===== config.mk =====
export PLATFORM = sky130hd
export DESIGN_NAME = ddr_mem_end_flat
export DESIGN_NICKNAME = d
export VERILOG_FILES = /design/src/hdl/ddr_timing_pkg.sv /design/src/hdl/ddr_link_if.sv /design/src/hdl/ddr_mem_end.sv /design/src/flat_wrapper.sv
export SDC_FILE = /design/constraint.sdc
export NUM_CORES = 1
export LEC_CHECK = 0
export BUFFER_PORTS_ARGS = -buffer_cell sky130_fd_sc_hd__buf_4
export CORE_MARGIN = 4
export CORE_UTILIZATION = 43
export CTS_BUF_LIST = sky130_fd_sc_hd__clkbuf_16
export CTS_CLUSTER_DIAMETER = 50
export DETAILED_ROUTE_END_ITERATION = 8
export PLACE_DENSITY = 0.57
export SLEW_MARGIN = 10
export SYNTH_ARGS = -nofsm -noshare
export SYNTH_HDL_FRONTEND = slang
export SYNTH_SLANG_ARGS = --single-unit

===== constraint.sdc =====
create_clock -name clock_i -period 2.25 [get_ports clock_i]
set_input_delay 0.45 -clock clock_i [delete_from_list [all_inputs] [get_ports clock_i]]
set_output_delay 0.45 -clock clock_i [all_outputs]
set_load 0.01 [all_outputs]

===== src/hdl/ddr_timing_pkg.sv =====
// shared constants for the memory timing model and its controller
package ddr_timing_pkg;
    localparam int    CLK_PERIOD_NS      = 100;
    localparam int    LEVEL_FIRST_DQS_CK = 40;
    localparam int    LEVEL_DQS_DELAY_CK = 25;
    localparam real   LEVEL_OUT_MAX_NS   = 9.0;
    localparam real   LEVEL_OUT_ERR_NS   = 2.0;
    localparam int    LEVEL_OUT_CK       = (LEVEL_OUT_MAX_NS <= CLK_PERIOD_NS) ? 1 :
                                           int'($floor(LEVEL_OUT_MAX_NS / CLK_PERIOD_NS));
    localparam int    WR_REC_MIN_NS      = 15;
    localparam int    WR_REC_MIN_CK      = 4;
    localparam int    WR_REC_NS_CK       = (WR_REC_MIN_NS + CLK_PERIOD_NS - 1) / CLK_PERIOD_NS;
    localparam int    WR_REC_CK          = (WR_REC_NS_CK > WR_REC_MIN_CK) ? WR_REC_NS_CK : WR_REC_MIN_CK;
    localparam int    WR_START_BL8       = 4;
    localparam int    WR_START_BC4_FIXED = 2;
    localparam int    RAS_MIN_NS         = 35;
    localparam int    RAS_MIN_CK         = (RAS_MIN_NS + CLK_PERIOD_NS - 1) / CLK_PERIOD_NS;
    localparam int    DLL_LOCK_NS        = 24;
    localparam int    DLL_LOCK_MIN_CK    = 10;
    localparam int    DLL_LOCK_NS_CK     = (DLL_LOCK_NS + CLK_PERIOD_NS - 1) / CLK_PERIOD_NS;
    localparam int    DLL_LOCK_CK        = (DLL_LOCK_NS_CK > DLL_LOCK_MIN_CK) ? DLL_LOCK_NS_CK : DLL_LOCK_MIN_CK;
    localparam int    REFI_NS            = 7812;
    localparam int    REFI_CK            = REFI_NS / CLK_PERIOD_NS;
    localparam int    CNT_W              = 8;
    localparam int    LAT_W              = 4;
    localparam logic [LAT_W-1:0] CL_DEFAULT  = 4'h6;
    localparam logic [LAT_W-1:0] AL_DEFAULT  = 4'h0;
    localparam logic [LAT_W-1:0] CWL_DEFAULT = 4'h5;
    localparam int    DIV_HALF           = 4;
    localparam int    BANKS              = 8;
    localparam int    BANK_W             = 3;

    typedef enum logic [2:0] {
        CMD_NOP    = 3'h0,
        CMD_ACT    = 3'h1,
        CMD_RD     = 3'h2,
        CMD_WR     = 3'h3,
        CMD_REF    = 3'h4,
        CMD_MRS    = 3'h5,
        CMD_LEVEL  = 3'h6,
        CMD_ODT    = 3'h7
    } cmd_type;
endpackage


===== src/hdl/ddr_link_if.sv =====
// link between controller and memory timing model
`timescale 1ns/1ps
interface ddr_link_if;
    import ddr_timing_pkg::*;
    logic                ck;
    logic                reset_n;
    cmd_type             cmd;
    logic [BANK_W-1:0]   bank;
    logic                auto_pre;
    logic                bc4_otf;
    logic                bc4_fixed;
    logic                dll_off;
    logic [LAT_W-1:0]    cl;
    logic [LAT_W-1:0]    al;
    logic [LAT_W-1:0]    cwl;
    logic                dqs;
    logic                dqs_oe;
    logic                dq_fb;
    logic                dq_fb_oe;
    logic                rd_strobe;
    logic                dq_oe;
    modport ctrl (output ck, reset_n, cmd, bank, auto_pre, bc4_otf, bc4_fixed, dll_off, cl, al, cwl,
                  dqs, dqs_oe, input dq_fb, dq_fb_oe, rd_strobe, dq_oe);
    modport mem  (input ck, reset_n, cmd, bank, auto_pre, bc4_otf, bc4_fixed, dll_off, cl, al, cwl,
                  dqs, dqs_oe, output dq_fb, dq_fb_oe, rd_strobe, dq_oe);
endinterface


===== src/hdl/ddr_mem_end.sv =====
// memory end: leveling feedback, read strobe start for dll-off reads, auto precharge, write recovery
`timescale 1ns/1ps
module ddr_mem_end
    import ddr_timing_pkg::*;
(
    input  wire logic      clock_i,
    input  wire logic      rst_n_i,
    ddr_link_if.mem        link,
    output logic           precharge_o,
    output logic [BANK_W-1:0] precharge_bank_o,
    output logic           wr_rec_done_o,
    output logic           leveling_o
);
    // link clock and strobe are sampled twice before use
    logic [1:0]        ck_sync_reg;
    logic [1:0]        dqs_sync_reg;
    logic              ck_prev_reg;
    logic              dqs_prev_reg;
    logic              ck_rise;
    logic              dqs_rise;

    always_ff @(posedge clock_i or negedge rst_n_i) begin
        if (!rst_n_i) begin
            ck_sync_reg  <= 2'h0;
            dqs_sync_reg <= 2'h0;
            ck_prev_reg  <= 1'b0;
            dqs_prev_reg <= 1'b0;
        end else begin
            ck_sync_reg  <= {ck_sync_reg[0], link.ck};
            dqs_sync_reg <= {dqs_sync_reg[0], link.dqs & link.dqs_oe};
            ck_prev_reg  <= ck_sync_reg[1];
            dqs_prev_reg <= dqs_sync_reg[1];
        end
    end
    assign ck_rise  = ck_sync_reg[1] & ~ck_prev_reg;
    assign dqs_rise = dqs_sync_reg[1] & ~dqs_prev_reg;

    ////////////////////////////////////////////////////////////////////////////
    // leveling: feedback is the sampled ck at the strobe edge
    logic leveling_reg;
    logic fb_reg;
    logic fb_oe_reg;

    always_ff @(posedge clock_i or negedge rst_n_i) begin
        if (!rst_n_i) begin
            leveling_reg <= 1'b0;
        end else if (!link.reset_n) begin
            leveling_reg <= 1'b0;
        end else if (ck_rise && link.cmd == CMD_LEVEL) begin
            leveling_reg <= ~leveling_reg;
        end
    end

    // one clock of 100 ns covers the 9 ns bound, set in the edge cycle
    always_ff @(posedge clock_i or negedge rst_n_i) begin
        if (!rst_n_i) begin
            fb_reg    <= 1'b0;
            fb_oe_reg <= 1'b0;
        end else begin
            fb_oe_reg <= leveling_reg & link.reset_n;
            if (leveling_reg && dqs_rise) begin
                fb_reg <= ck_sync_reg[1];
            end
        end
    end

    ////////////////////////////////////////////////////////////////////////////
    // commands are taken on link clock rising edges
    logic [CNT_W-1:0] ras_cnt_reg [BANKS];
    logic [BANKS-1:0] ap_pend_reg;
    logic [31:0]      rd_pipe_reg;
    logic             rd_strobe_reg;
    logic [CNT_W-1:0] wr_cnt_reg;
    logic             wr_busy_reg;
    logic             wr_done_reg;
    logic             pre_reg;
    logic [BANK_W-1:0] pre_bank_reg;
    logic [CNT_W-1:0] rd_delay;
    logic [CNT_W-1:0] wr_delay;

    assign rd_delay = (CNT_W'(link.cl) + CNT_W'(link.al) > CNT_W'(1)) ?
                      CNT_W'(link.cl) + CNT_W'(link.al) - CNT_W'(1) : CNT_W'(1);
    // recovery start, then recovery length (dll on or off alike)
    assign wr_delay = CNT_W'(link.cwl) + (link.bc4_fixed ? CNT_W'(WR_START_BC4_FIXED) : CNT_W'(WR_START_BL8))
                      + CNT_W'(WR_REC_CK);

    always_ff @(posedge clock_i or negedge rst_n_i) begin
        if (!rst_n_i) begin
            rd_pipe_reg   <= '0;
            rd_strobe_reg <= 1'b0;
        end else begin
            rd_strobe_reg <= 1'b0;
            if (ck_rise) begin
                // history, not a counter: back to back dll-off reads each get their strobe
                rd_pipe_reg   <= {rd_pipe_reg[30:0], link.cmd == CMD_RD && link.dll_off};
                rd_strobe_reg <= rd_pipe_reg[5'(rd_delay - CNT_W'(1))];
            end
        end
    end

    always_ff @(posedge clock_i or negedge rst_n_i) begin
        if (!rst_n_i) begin
            wr_cnt_reg  <= '0;
            wr_busy_reg <= 1'b0;
            wr_done_reg <= 1'b0;
        end else begin
            wr_done_reg <= 1'b0;
            if (ck_rise && link.cmd == CMD_WR) begin
                wr_cnt_reg  <= wr_delay;
                wr_busy_reg <= 1'b1;
            end else if (ck_rise && wr_busy_reg) begin
                wr_cnt_reg <= wr_cnt_reg - CNT_W'(1);
                if (wr_cnt_reg == CNT_W'(1)) begin
                    wr_busy_reg <= 1'b0;
                    wr_done_reg <= 1'b1;
                end
            end
        end
    end

    // per bank row active timers; auto precharge waits for them
    always_ff @(posedge clock_i or negedge rst_n_i) begin
        if (!rst_n_i) begin
            ap_pend_reg  <= '0;
            pre_reg      <= 1'b0;
            pre_bank_reg <= '0;
            for (int b = 0; b < BANKS; b++) begin
                ras_cnt_reg[b] <= '0;
            end
        end else begin
            pre_reg <= 1'b0;
            if (ck_rise) begin
                for (int b = 0; b < BANKS; b++) begin
                    if (link.cmd == CMD_ACT && link.bank == BANK_W'(b)) begin
                        ras_cnt_reg[b] <= CNT_W'(RAS_MIN_CK);
                    end else if (ras_cnt_reg[b] != '0) begin
                        ras_cnt_reg[b] <= ras_cnt_reg[b] - CNT_W'(1);
                    end
                    if ((link.cmd == CMD_RD || link.cmd == CMD_WR) && link.auto_pre && link.bank == BANK_W'(b)) begin
                        ap_pend_reg[b] <= 1'b1;
                    end else if (ap_pend_reg[b] && ras_cnt_reg[b] <= CNT_W'(1) && !pre_reg) begin
                        ap_pend_reg[b] <= 1'b0;
                        pre_reg        <= 1'b1;
                        pre_bank_reg   <= BANK_W'(b);
                    end
                end
            end
        end
    end

    ////////////////////////////////////////////////////////////////////////////
    // status outputs are plain registers; only link dq_oe and dq_fb_oe drop while reset pin is low
    always_ff @(posedge clock_i or negedge rst_n_i) begin
        if (!rst_n_i) begin
            precharge_o      <= 1'b0;
            precharge_bank_o <= '0;
            wr_rec_done_o    <= 1'b0;
            leveling_o       <= 1'b0;
        end else begin
            precharge_o      <= pre_reg;
            precharge_bank_o <= pre_bank_reg;
            wr_rec_done_o    <= wr_done_reg;
            leveling_o       <= leveling_reg;
        end
    end

    assign link.dq_fb     = fb_reg;
    assign link.dq_fb_oe  = fb_oe_reg;
    assign link.rd_strobe = rd_strobe_reg;
    assign link.dq_oe     = rd_strobe_reg & link.reset_n;
endmodule // ddr_mem_end


===== src/flat_wrapper.sv =====
// flat-port wrapper written by rule: the top's interface ports become plain ports
module ddr_mem_end_flat import ddr_timing_pkg::*;
  (clock_i, rst_n_i, precharge_o, precharge_bank_o, wr_rec_done_o, leveling_o, link_ck, link_reset_n, link_cmd, link_bank, link_auto_pre, link_bc4_otf, link_bc4_fixed, link_dll_off, link_cl, link_al, link_cwl, link_dqs, link_dqs_oe, link_dq_fb, link_dq_fb_oe, link_rd_strobe, link_dq_oe);
  ddr_link_if link_i ();
  input  wire logic clock_i;
  input  wire logic rst_n_i;
  output logic precharge_o;
  output logic [BANK_W-1:0] precharge_bank_o;
  output logic wr_rec_done_o;
  output logic leveling_o;
  input wire logic [$bits(link_i.ck)-1:0] link_ck;
  input wire logic [$bits(link_i.reset_n)-1:0] link_reset_n;
  input wire logic [$bits(link_i.cmd)-1:0] link_cmd;
  input wire logic [$bits(link_i.bank)-1:0] link_bank;
  input wire logic [$bits(link_i.auto_pre)-1:0] link_auto_pre;
  input wire logic [$bits(link_i.bc4_otf)-1:0] link_bc4_otf;
  input wire logic [$bits(link_i.bc4_fixed)-1:0] link_bc4_fixed;
  input wire logic [$bits(link_i.dll_off)-1:0] link_dll_off;
  input wire logic [$bits(link_i.cl)-1:0] link_cl;
  input wire logic [$bits(link_i.al)-1:0] link_al;
  input wire logic [$bits(link_i.cwl)-1:0] link_cwl;
  input wire logic [$bits(link_i.dqs)-1:0] link_dqs;
  input wire logic [$bits(link_i.dqs_oe)-1:0] link_dqs_oe;
  output wire logic [$bits(link_i.dq_fb)-1:0] link_dq_fb;
  output wire logic [$bits(link_i.dq_fb_oe)-1:0] link_dq_fb_oe;
  output wire logic [$bits(link_i.rd_strobe)-1:0] link_rd_strobe;
  output wire logic [$bits(link_i.dq_oe)-1:0] link_dq_oe;
  assign link_i.ck = link_ck;
  assign link_i.reset_n = link_reset_n;
  assign link_i.cmd = link_cmd;
  assign link_i.bank = link_bank;
  assign link_i.auto_pre = link_auto_pre;
  assign link_i.bc4_otf = link_bc4_otf;
  assign link_i.bc4_fixed = link_bc4_fixed;
  assign link_i.dll_off = link_dll_off;
  assign link_i.cl = link_cl;
  assign link_i.al = link_al;
  assign link_i.cwl = link_cwl;
  assign link_i.dqs = link_dqs;
  assign link_i.dqs_oe = link_dqs_oe;
  assign link_dq_fb = link_i.dq_fb;
  assign link_dq_fb_oe = link_i.dq_fb_oe;
  assign link_rd_strobe = link_i.rd_strobe;
  assign link_dq_oe = link_i.dq_oe;
  ddr_mem_end u_core (.clock_i(clock_i), .rst_n_i(rst_n_i), .link(link_i), .precharge_o(precharge_o), .precharge_bank_o(precharge_bank_o), .wr_rec_done_o(wr_rec_done_o), .leveling_o(leveling_o));
endmodule

# Word level (Yosys, flattened, before mapping)
# Index checks and enable logic that the tools add are counted.
[totals] register_bits=134 inputBits=28 out_inout_bits=10 elab_cells=245
[op_classes] add_sub_neg=14 magnitude_cmp=10 eq_ne=13 muxes=82 bitwise_logic=8 n_reduce_logical=84
[ops] cell="$mux W8" count=18
[ops] cell="$sub A8 B1 Y8 const B" count=9
[ops] cell="$le A8 B1 Y1 const B" count=8
[ops] cell="$reduce_bool A8 Y1" count=8
[ops] cell="$mux W3" count=18
[ops] cell="$mux W1" count=44
[ops] cell="$logic_and A1 B1 Y1" count=38
[ops] cell="$reduce_bool A2 Y1" count=18
[ops] cell="$reduce_and A2 Y1" count=17
[ops] cell="$eq A3 B3 Y1 const B" count=5
[ops] cell="$eq A3 B2 Y1 const B" count=4
[ops] cell="$sub A5 B1 Y5 const B" count=2
[ops] cell="$add A4 B8 Y8" count=1
[ops] cell="$add A8 B3 Y8 const B" count=1
[ops] cell="$eq A8 B1 Y1 const B" count=1
[ops] cell="$gt A8 B1 Y1 const B" count=1
[ops] cell="$eq A3 B1 Y1 const B" count=2
[ops] cell="$lt A5 B6 Y1 const B" count=1
[ops] cell="$add A4 B4 Y5" count=1
[ops] cell="$and A1 B1 Y1" count=5
[ops] cell="$bmux W1 S5" count=1
[ops] cell="$mux W5" count=1
[ops] cell="$logic_not A3 Y1" count=1
[ops] cell="$not A1 Y1" count=3
[ops] cell="other kinds (3)" count=3

# Longest topological paths before layout
[logic_depth] ltp_word=21 ltp_mapped=18 depth_no_buf=17

# Least setup slack after synthesis
# No wires, ideal clock.
[synth_path] path_type="input-to-reg" startpoint="input port link_al[0]" endpoint="register u_core.rd_strobe_reg, in the netlist u_core.link.rd_strobe" arrival_ps=3651 t_required_ps=2126 setup_slack_ps=-1525 stages=16 cell_sequence="ha_1 -> fa_1 -> inv_1 -> ha_1 -> buf_2 -> nor2_1 -> nor4_1 -> a21oi_2 -> ha_1 -> inv_1 -> xnor2_2 -> buf_6 -> mux4_2 -> nand3b_1 -> nand3_1 -> o31a_1"
[synth_via] elab_chain_cells=7
[synth_rtl] item="start, declared" line="flat_wrapper.sv:20" source="input wire logic [$bits(link_i.al)-1:0] link_al;"
[synth_rtl] item="$add A4 B4 Y5 *" line="ddr_mem_end.sv:81, ddr_mem_end.sv:82"
[synth_rtl] item="$gt A8 B1 Y1 / $sub A5 B1 Y5 (equally long branches)" line="ddr_mem_end.sv:81, ddr_mem_end.sv:82"
[synth_rtl] item="$mux W5 *" line="ddr_mem_end.sv:81" source="assign rd_delay = (CNT_W'(link.cl) + CNT_W'(link.al) > CNT_W'(1)) ?"
[synth_rtl] item="$sub A5 B1 Y5 *" line="ddr_mem_end.sv:96" source="rd_strobe_reg <= rd_pipe_reg[5'(rd_delay - CNT_W'(1))];"
[synth_rtl] item="$bmux W1 S5 *" line="ddr_mem_end.sv:96"
[synth_rtl] item="$mux W1 (implied by the code) *" line="ddr_mem_end.sv:96"
[synth_rtl] item="$mux W1 *" line="ddr_mem_end.sv:93" source="if (ck_rise) begin"
[synth_rtl] item="end signal, assigned" line="ddr_mem_end.sv:96"
[synth_rtl] item="end, declared" line="ddr_mem_end.sv:72" source="logic rd_strobe_reg;"
# Every way passes the cells marked *; elsewhere a longest branch is shown, timed or not. The select of a mux whose other input is x is not followed.
# A chain may end at the register's enable or synchronous reset.

# Worst setup path in the final report
# Same ends and word-level chain as after synthesis.

==> out/qor.csv <==
metric,value,unit
worstReg2RegEnd,u_core.ras_cnt_reg[3],
critPathKind,primary input to register,
path_depth,17,
syn-num-nets,824,
seq_area,3350,um^2
wl_per_cell,14.7,um
dr_total_vias,5606,
synth_fa_ha_area_share,5.72,%
synth.most_common_cell,nand2_1,
firstDrtPassIters,4,
fin_nets,908,
rows,46,
grt.overflow.total,0,
rsz0062_at_grt,true,
utilization,53.8,%
max_stage_delay,0.52,ns
first_iter_violations,299,
syn_area_per_cell,9.20,um^2
io_pins,38,
synth-simple-area-share,23.1,%
nFillCells,1450,
synth.yosys.seq_area_share,47.6,%
coreArea,15900,um^2
numPortBuffers,36,
crit_required,2.55,ns
antenna_found_initial,0,
start_util,44.1,%
yosysWarnings,0,
synth.cell_area,7040,um^2
end_kind,register,
hold_viol,0,
htreeDepth,4,
clock_sinks,134,
slowest_stage,fa_1,
hold_path.class,primary input to async pin,
synth_xor_area_share,6.45,%
synth_top_flop_cell,dfrtp_1,
rr_startpoint,u_core.ck_prev_reg,
rr_worst_depth,7,
grt_max_degree,52,
synth_top_family_by_area,simple AND/OR/NAND/NOR gates,
yosys.area.top_type,dfrtp_1,
status,"complete, but fails checks",
final_antenna_net_count,0,
synth_commonest_cells,"nand2_1, dfrtp_1, nor2_1",
maxSlewHeadroom,62.9,%
path_delay_family,adder cells,
timing.hold.ws,0.0206,ns
synth-seq-cells,134,
layout-drive-gt1-share,17.2,%
final.min_clock_period,3.12,ns
grtUsageTotal,18.3,%
gp_congestion,0.826,
period_share,139,%
die_area,18500,um^2
multiInputGateArea,3650,um^2
slew_viol_final,0,
worst_pin_slew,0.556,ns
cap_viol_max_count,0,
setup_viol,1,
cts_tree,done,
cts_hold_buf,0,
crit_arrival,3.42,ns
vdd_drop_max,0.564,mV
diodes,0,
pre_cts_ws,-1.47,ns
clk_pin_slew_worst_paths,0.05,ns
p_leak,3.87,nW
dp_hpwl,11400,um
die_h,136,um
synthTopCellsByArea,"dfrtp_1, nand2_1, nor2_1, ha_1, a21oi_1",
synth_mux_area_share,3.38,%
cp_num_buf_inv,5,
grt_pass1_vias,5725,
dieWidth,136,um
vias_per_cell,5.21,
violations,setup timing,
crit_path_cell_trace,buf_4 > ha_4 > fa_1 > inv_2 > ha_4 > nor2_4 > nor4_4 > buf_4 > a21oi_4 > ha_4 > inv_2 > xnor2_4 > buf_6 > mux4_2 > nand3b_1 > nand3_1 > o31a_1,
synth_compound_area_share,11.0,%
synthesis.instances,765,
setup_slack,-0.872,ns
power-per-cell-area,971,nW/um^2
wirelength,15800,um
grt_pass1_wl,27200,um
cp_max_fo,7,
cp_common_cell,ha_4,
largest_reg_flops,64,
r2r_slack,0.15,ns
finalClockSkew,0.00851,ns
finalSetupTns,-0.872,ns
numCtsBuffers,17,
insertion_delay,0.42,ns
synth_top_area_share,47.6,%
synthArstFlopShare,100,%
synth_edf_count,0,
start_kind,primary input,
max_freq,0.320,GHz
yosysUniqueCellTypes,65,
syn_to_final_growth,21.8,%
drc,0,
root_buffer,clkbuf_16,
clk_path_buf_depth,2,
[final cells by class]
| class | count | share of cell area, % |
|---|---|---|
| Multi-Input combinational cell | 582 | 42.6 |
| Sequential cell | 134 | 39.1 |
| Timing Repair Buffer | 85 | 7.82 |
| Clock buffer | 17 | 4.96 |
| Tap cell | 216 | 3.15 |
| Inverter | 29 | 1.27 |
| Clock inverter | 14 | 1.12 |
[power breakdown]
group	internal (mW)	switching [mW]
clock network	1.48	1.02
logic	1.08	1.15
registers	3.04	0.556
[cell usage in the layout, fill, tap and decap left out, types with 4 or more instances in the layout]
cell	synthesis	layout
o21ai_1	7	6
ha_1	29	25
inv_2	2	4
nor2b_1	7	6
a21oi_1	53	51
o211ai_1	4	4
o21ai_0	20	20
mux2i_1	11	11
nand3b_1	7	7
nor3_1	36	33
nor2_1	100	99
and2_1	9	9
xor2_1	23	23
nand2b_1	7	6
clkinv_2	0	7
inv_1	27	28
ha_4	0	4
nand2_1	146	145
dfrtp_1	134	134
a21o_1	7	7
o31ai_1	4	4
clkbuf_16	0	17
nor4_1	10	8
and3_1	4	4
nand3_1	6	6
buf_4	0	81
xnor2_1	27	27
or3_1	9	9
[how the worst max path moves through the flow]
stage / slack, ns / endpoint / start
6_report: -0.87 / u_core.link.rd_strobe / link_al[0]
5_1_grt: -1.03 / u_core.link.rd_strobe / link_al[0]
4_1_cts: -0.88 / u_core.link.rd_strobe / link_al[0]
3_5_place_dp: -1.47 / u_core.link.rd_strobe / link_al[0]
3_3_place_gp: -1.34 / u_core.link.rd_strobe / link_al[0]
2_1_floorplan: -1.21 / u_core.link.rd_strobe / link_al[0]
[logic make-up after synthesis]
family,after synthesis
buf+inv,49
compound gates,125
simple gates,356
mux,19
fa+ha+maj,31
flops,134
xor+xnor,51
[metrics by stage]
stage / std cells / power (mW) / cell area [um^2]
2_1_floorplan: 765 / 5.04 / 7100
3_3_place_gp: 1044 / 5.66 / 7940
4_1_cts: 1076 / 8.38 / 8520
3_5_place_dp: 1044 / 5.79 / 7940
6_report: 1077 / 8.33 / 8580
5_1_grt: 1077 / 8.91 / 8580
[routing by layer]
layer	routed length [um]	global-route usage (%)	up-vias
met5	0	0	-
met4	331	6.61	0
met3	488	4.29	22
met2	7860	30.3	73
met1	7110	23.4	2740
li1	-	-	2771
[repair_timing]
| action | in CTS | in global routing |
|---|---|---|
| pin swaps | 2 | 3 |
| buffers inserted | 1 | 1 |
| resized for setup | 9 | 11 |
| endpoints found under the setup margin | 1 | 11 |
No activity file was read; power rests on OpenSTA's default activity.
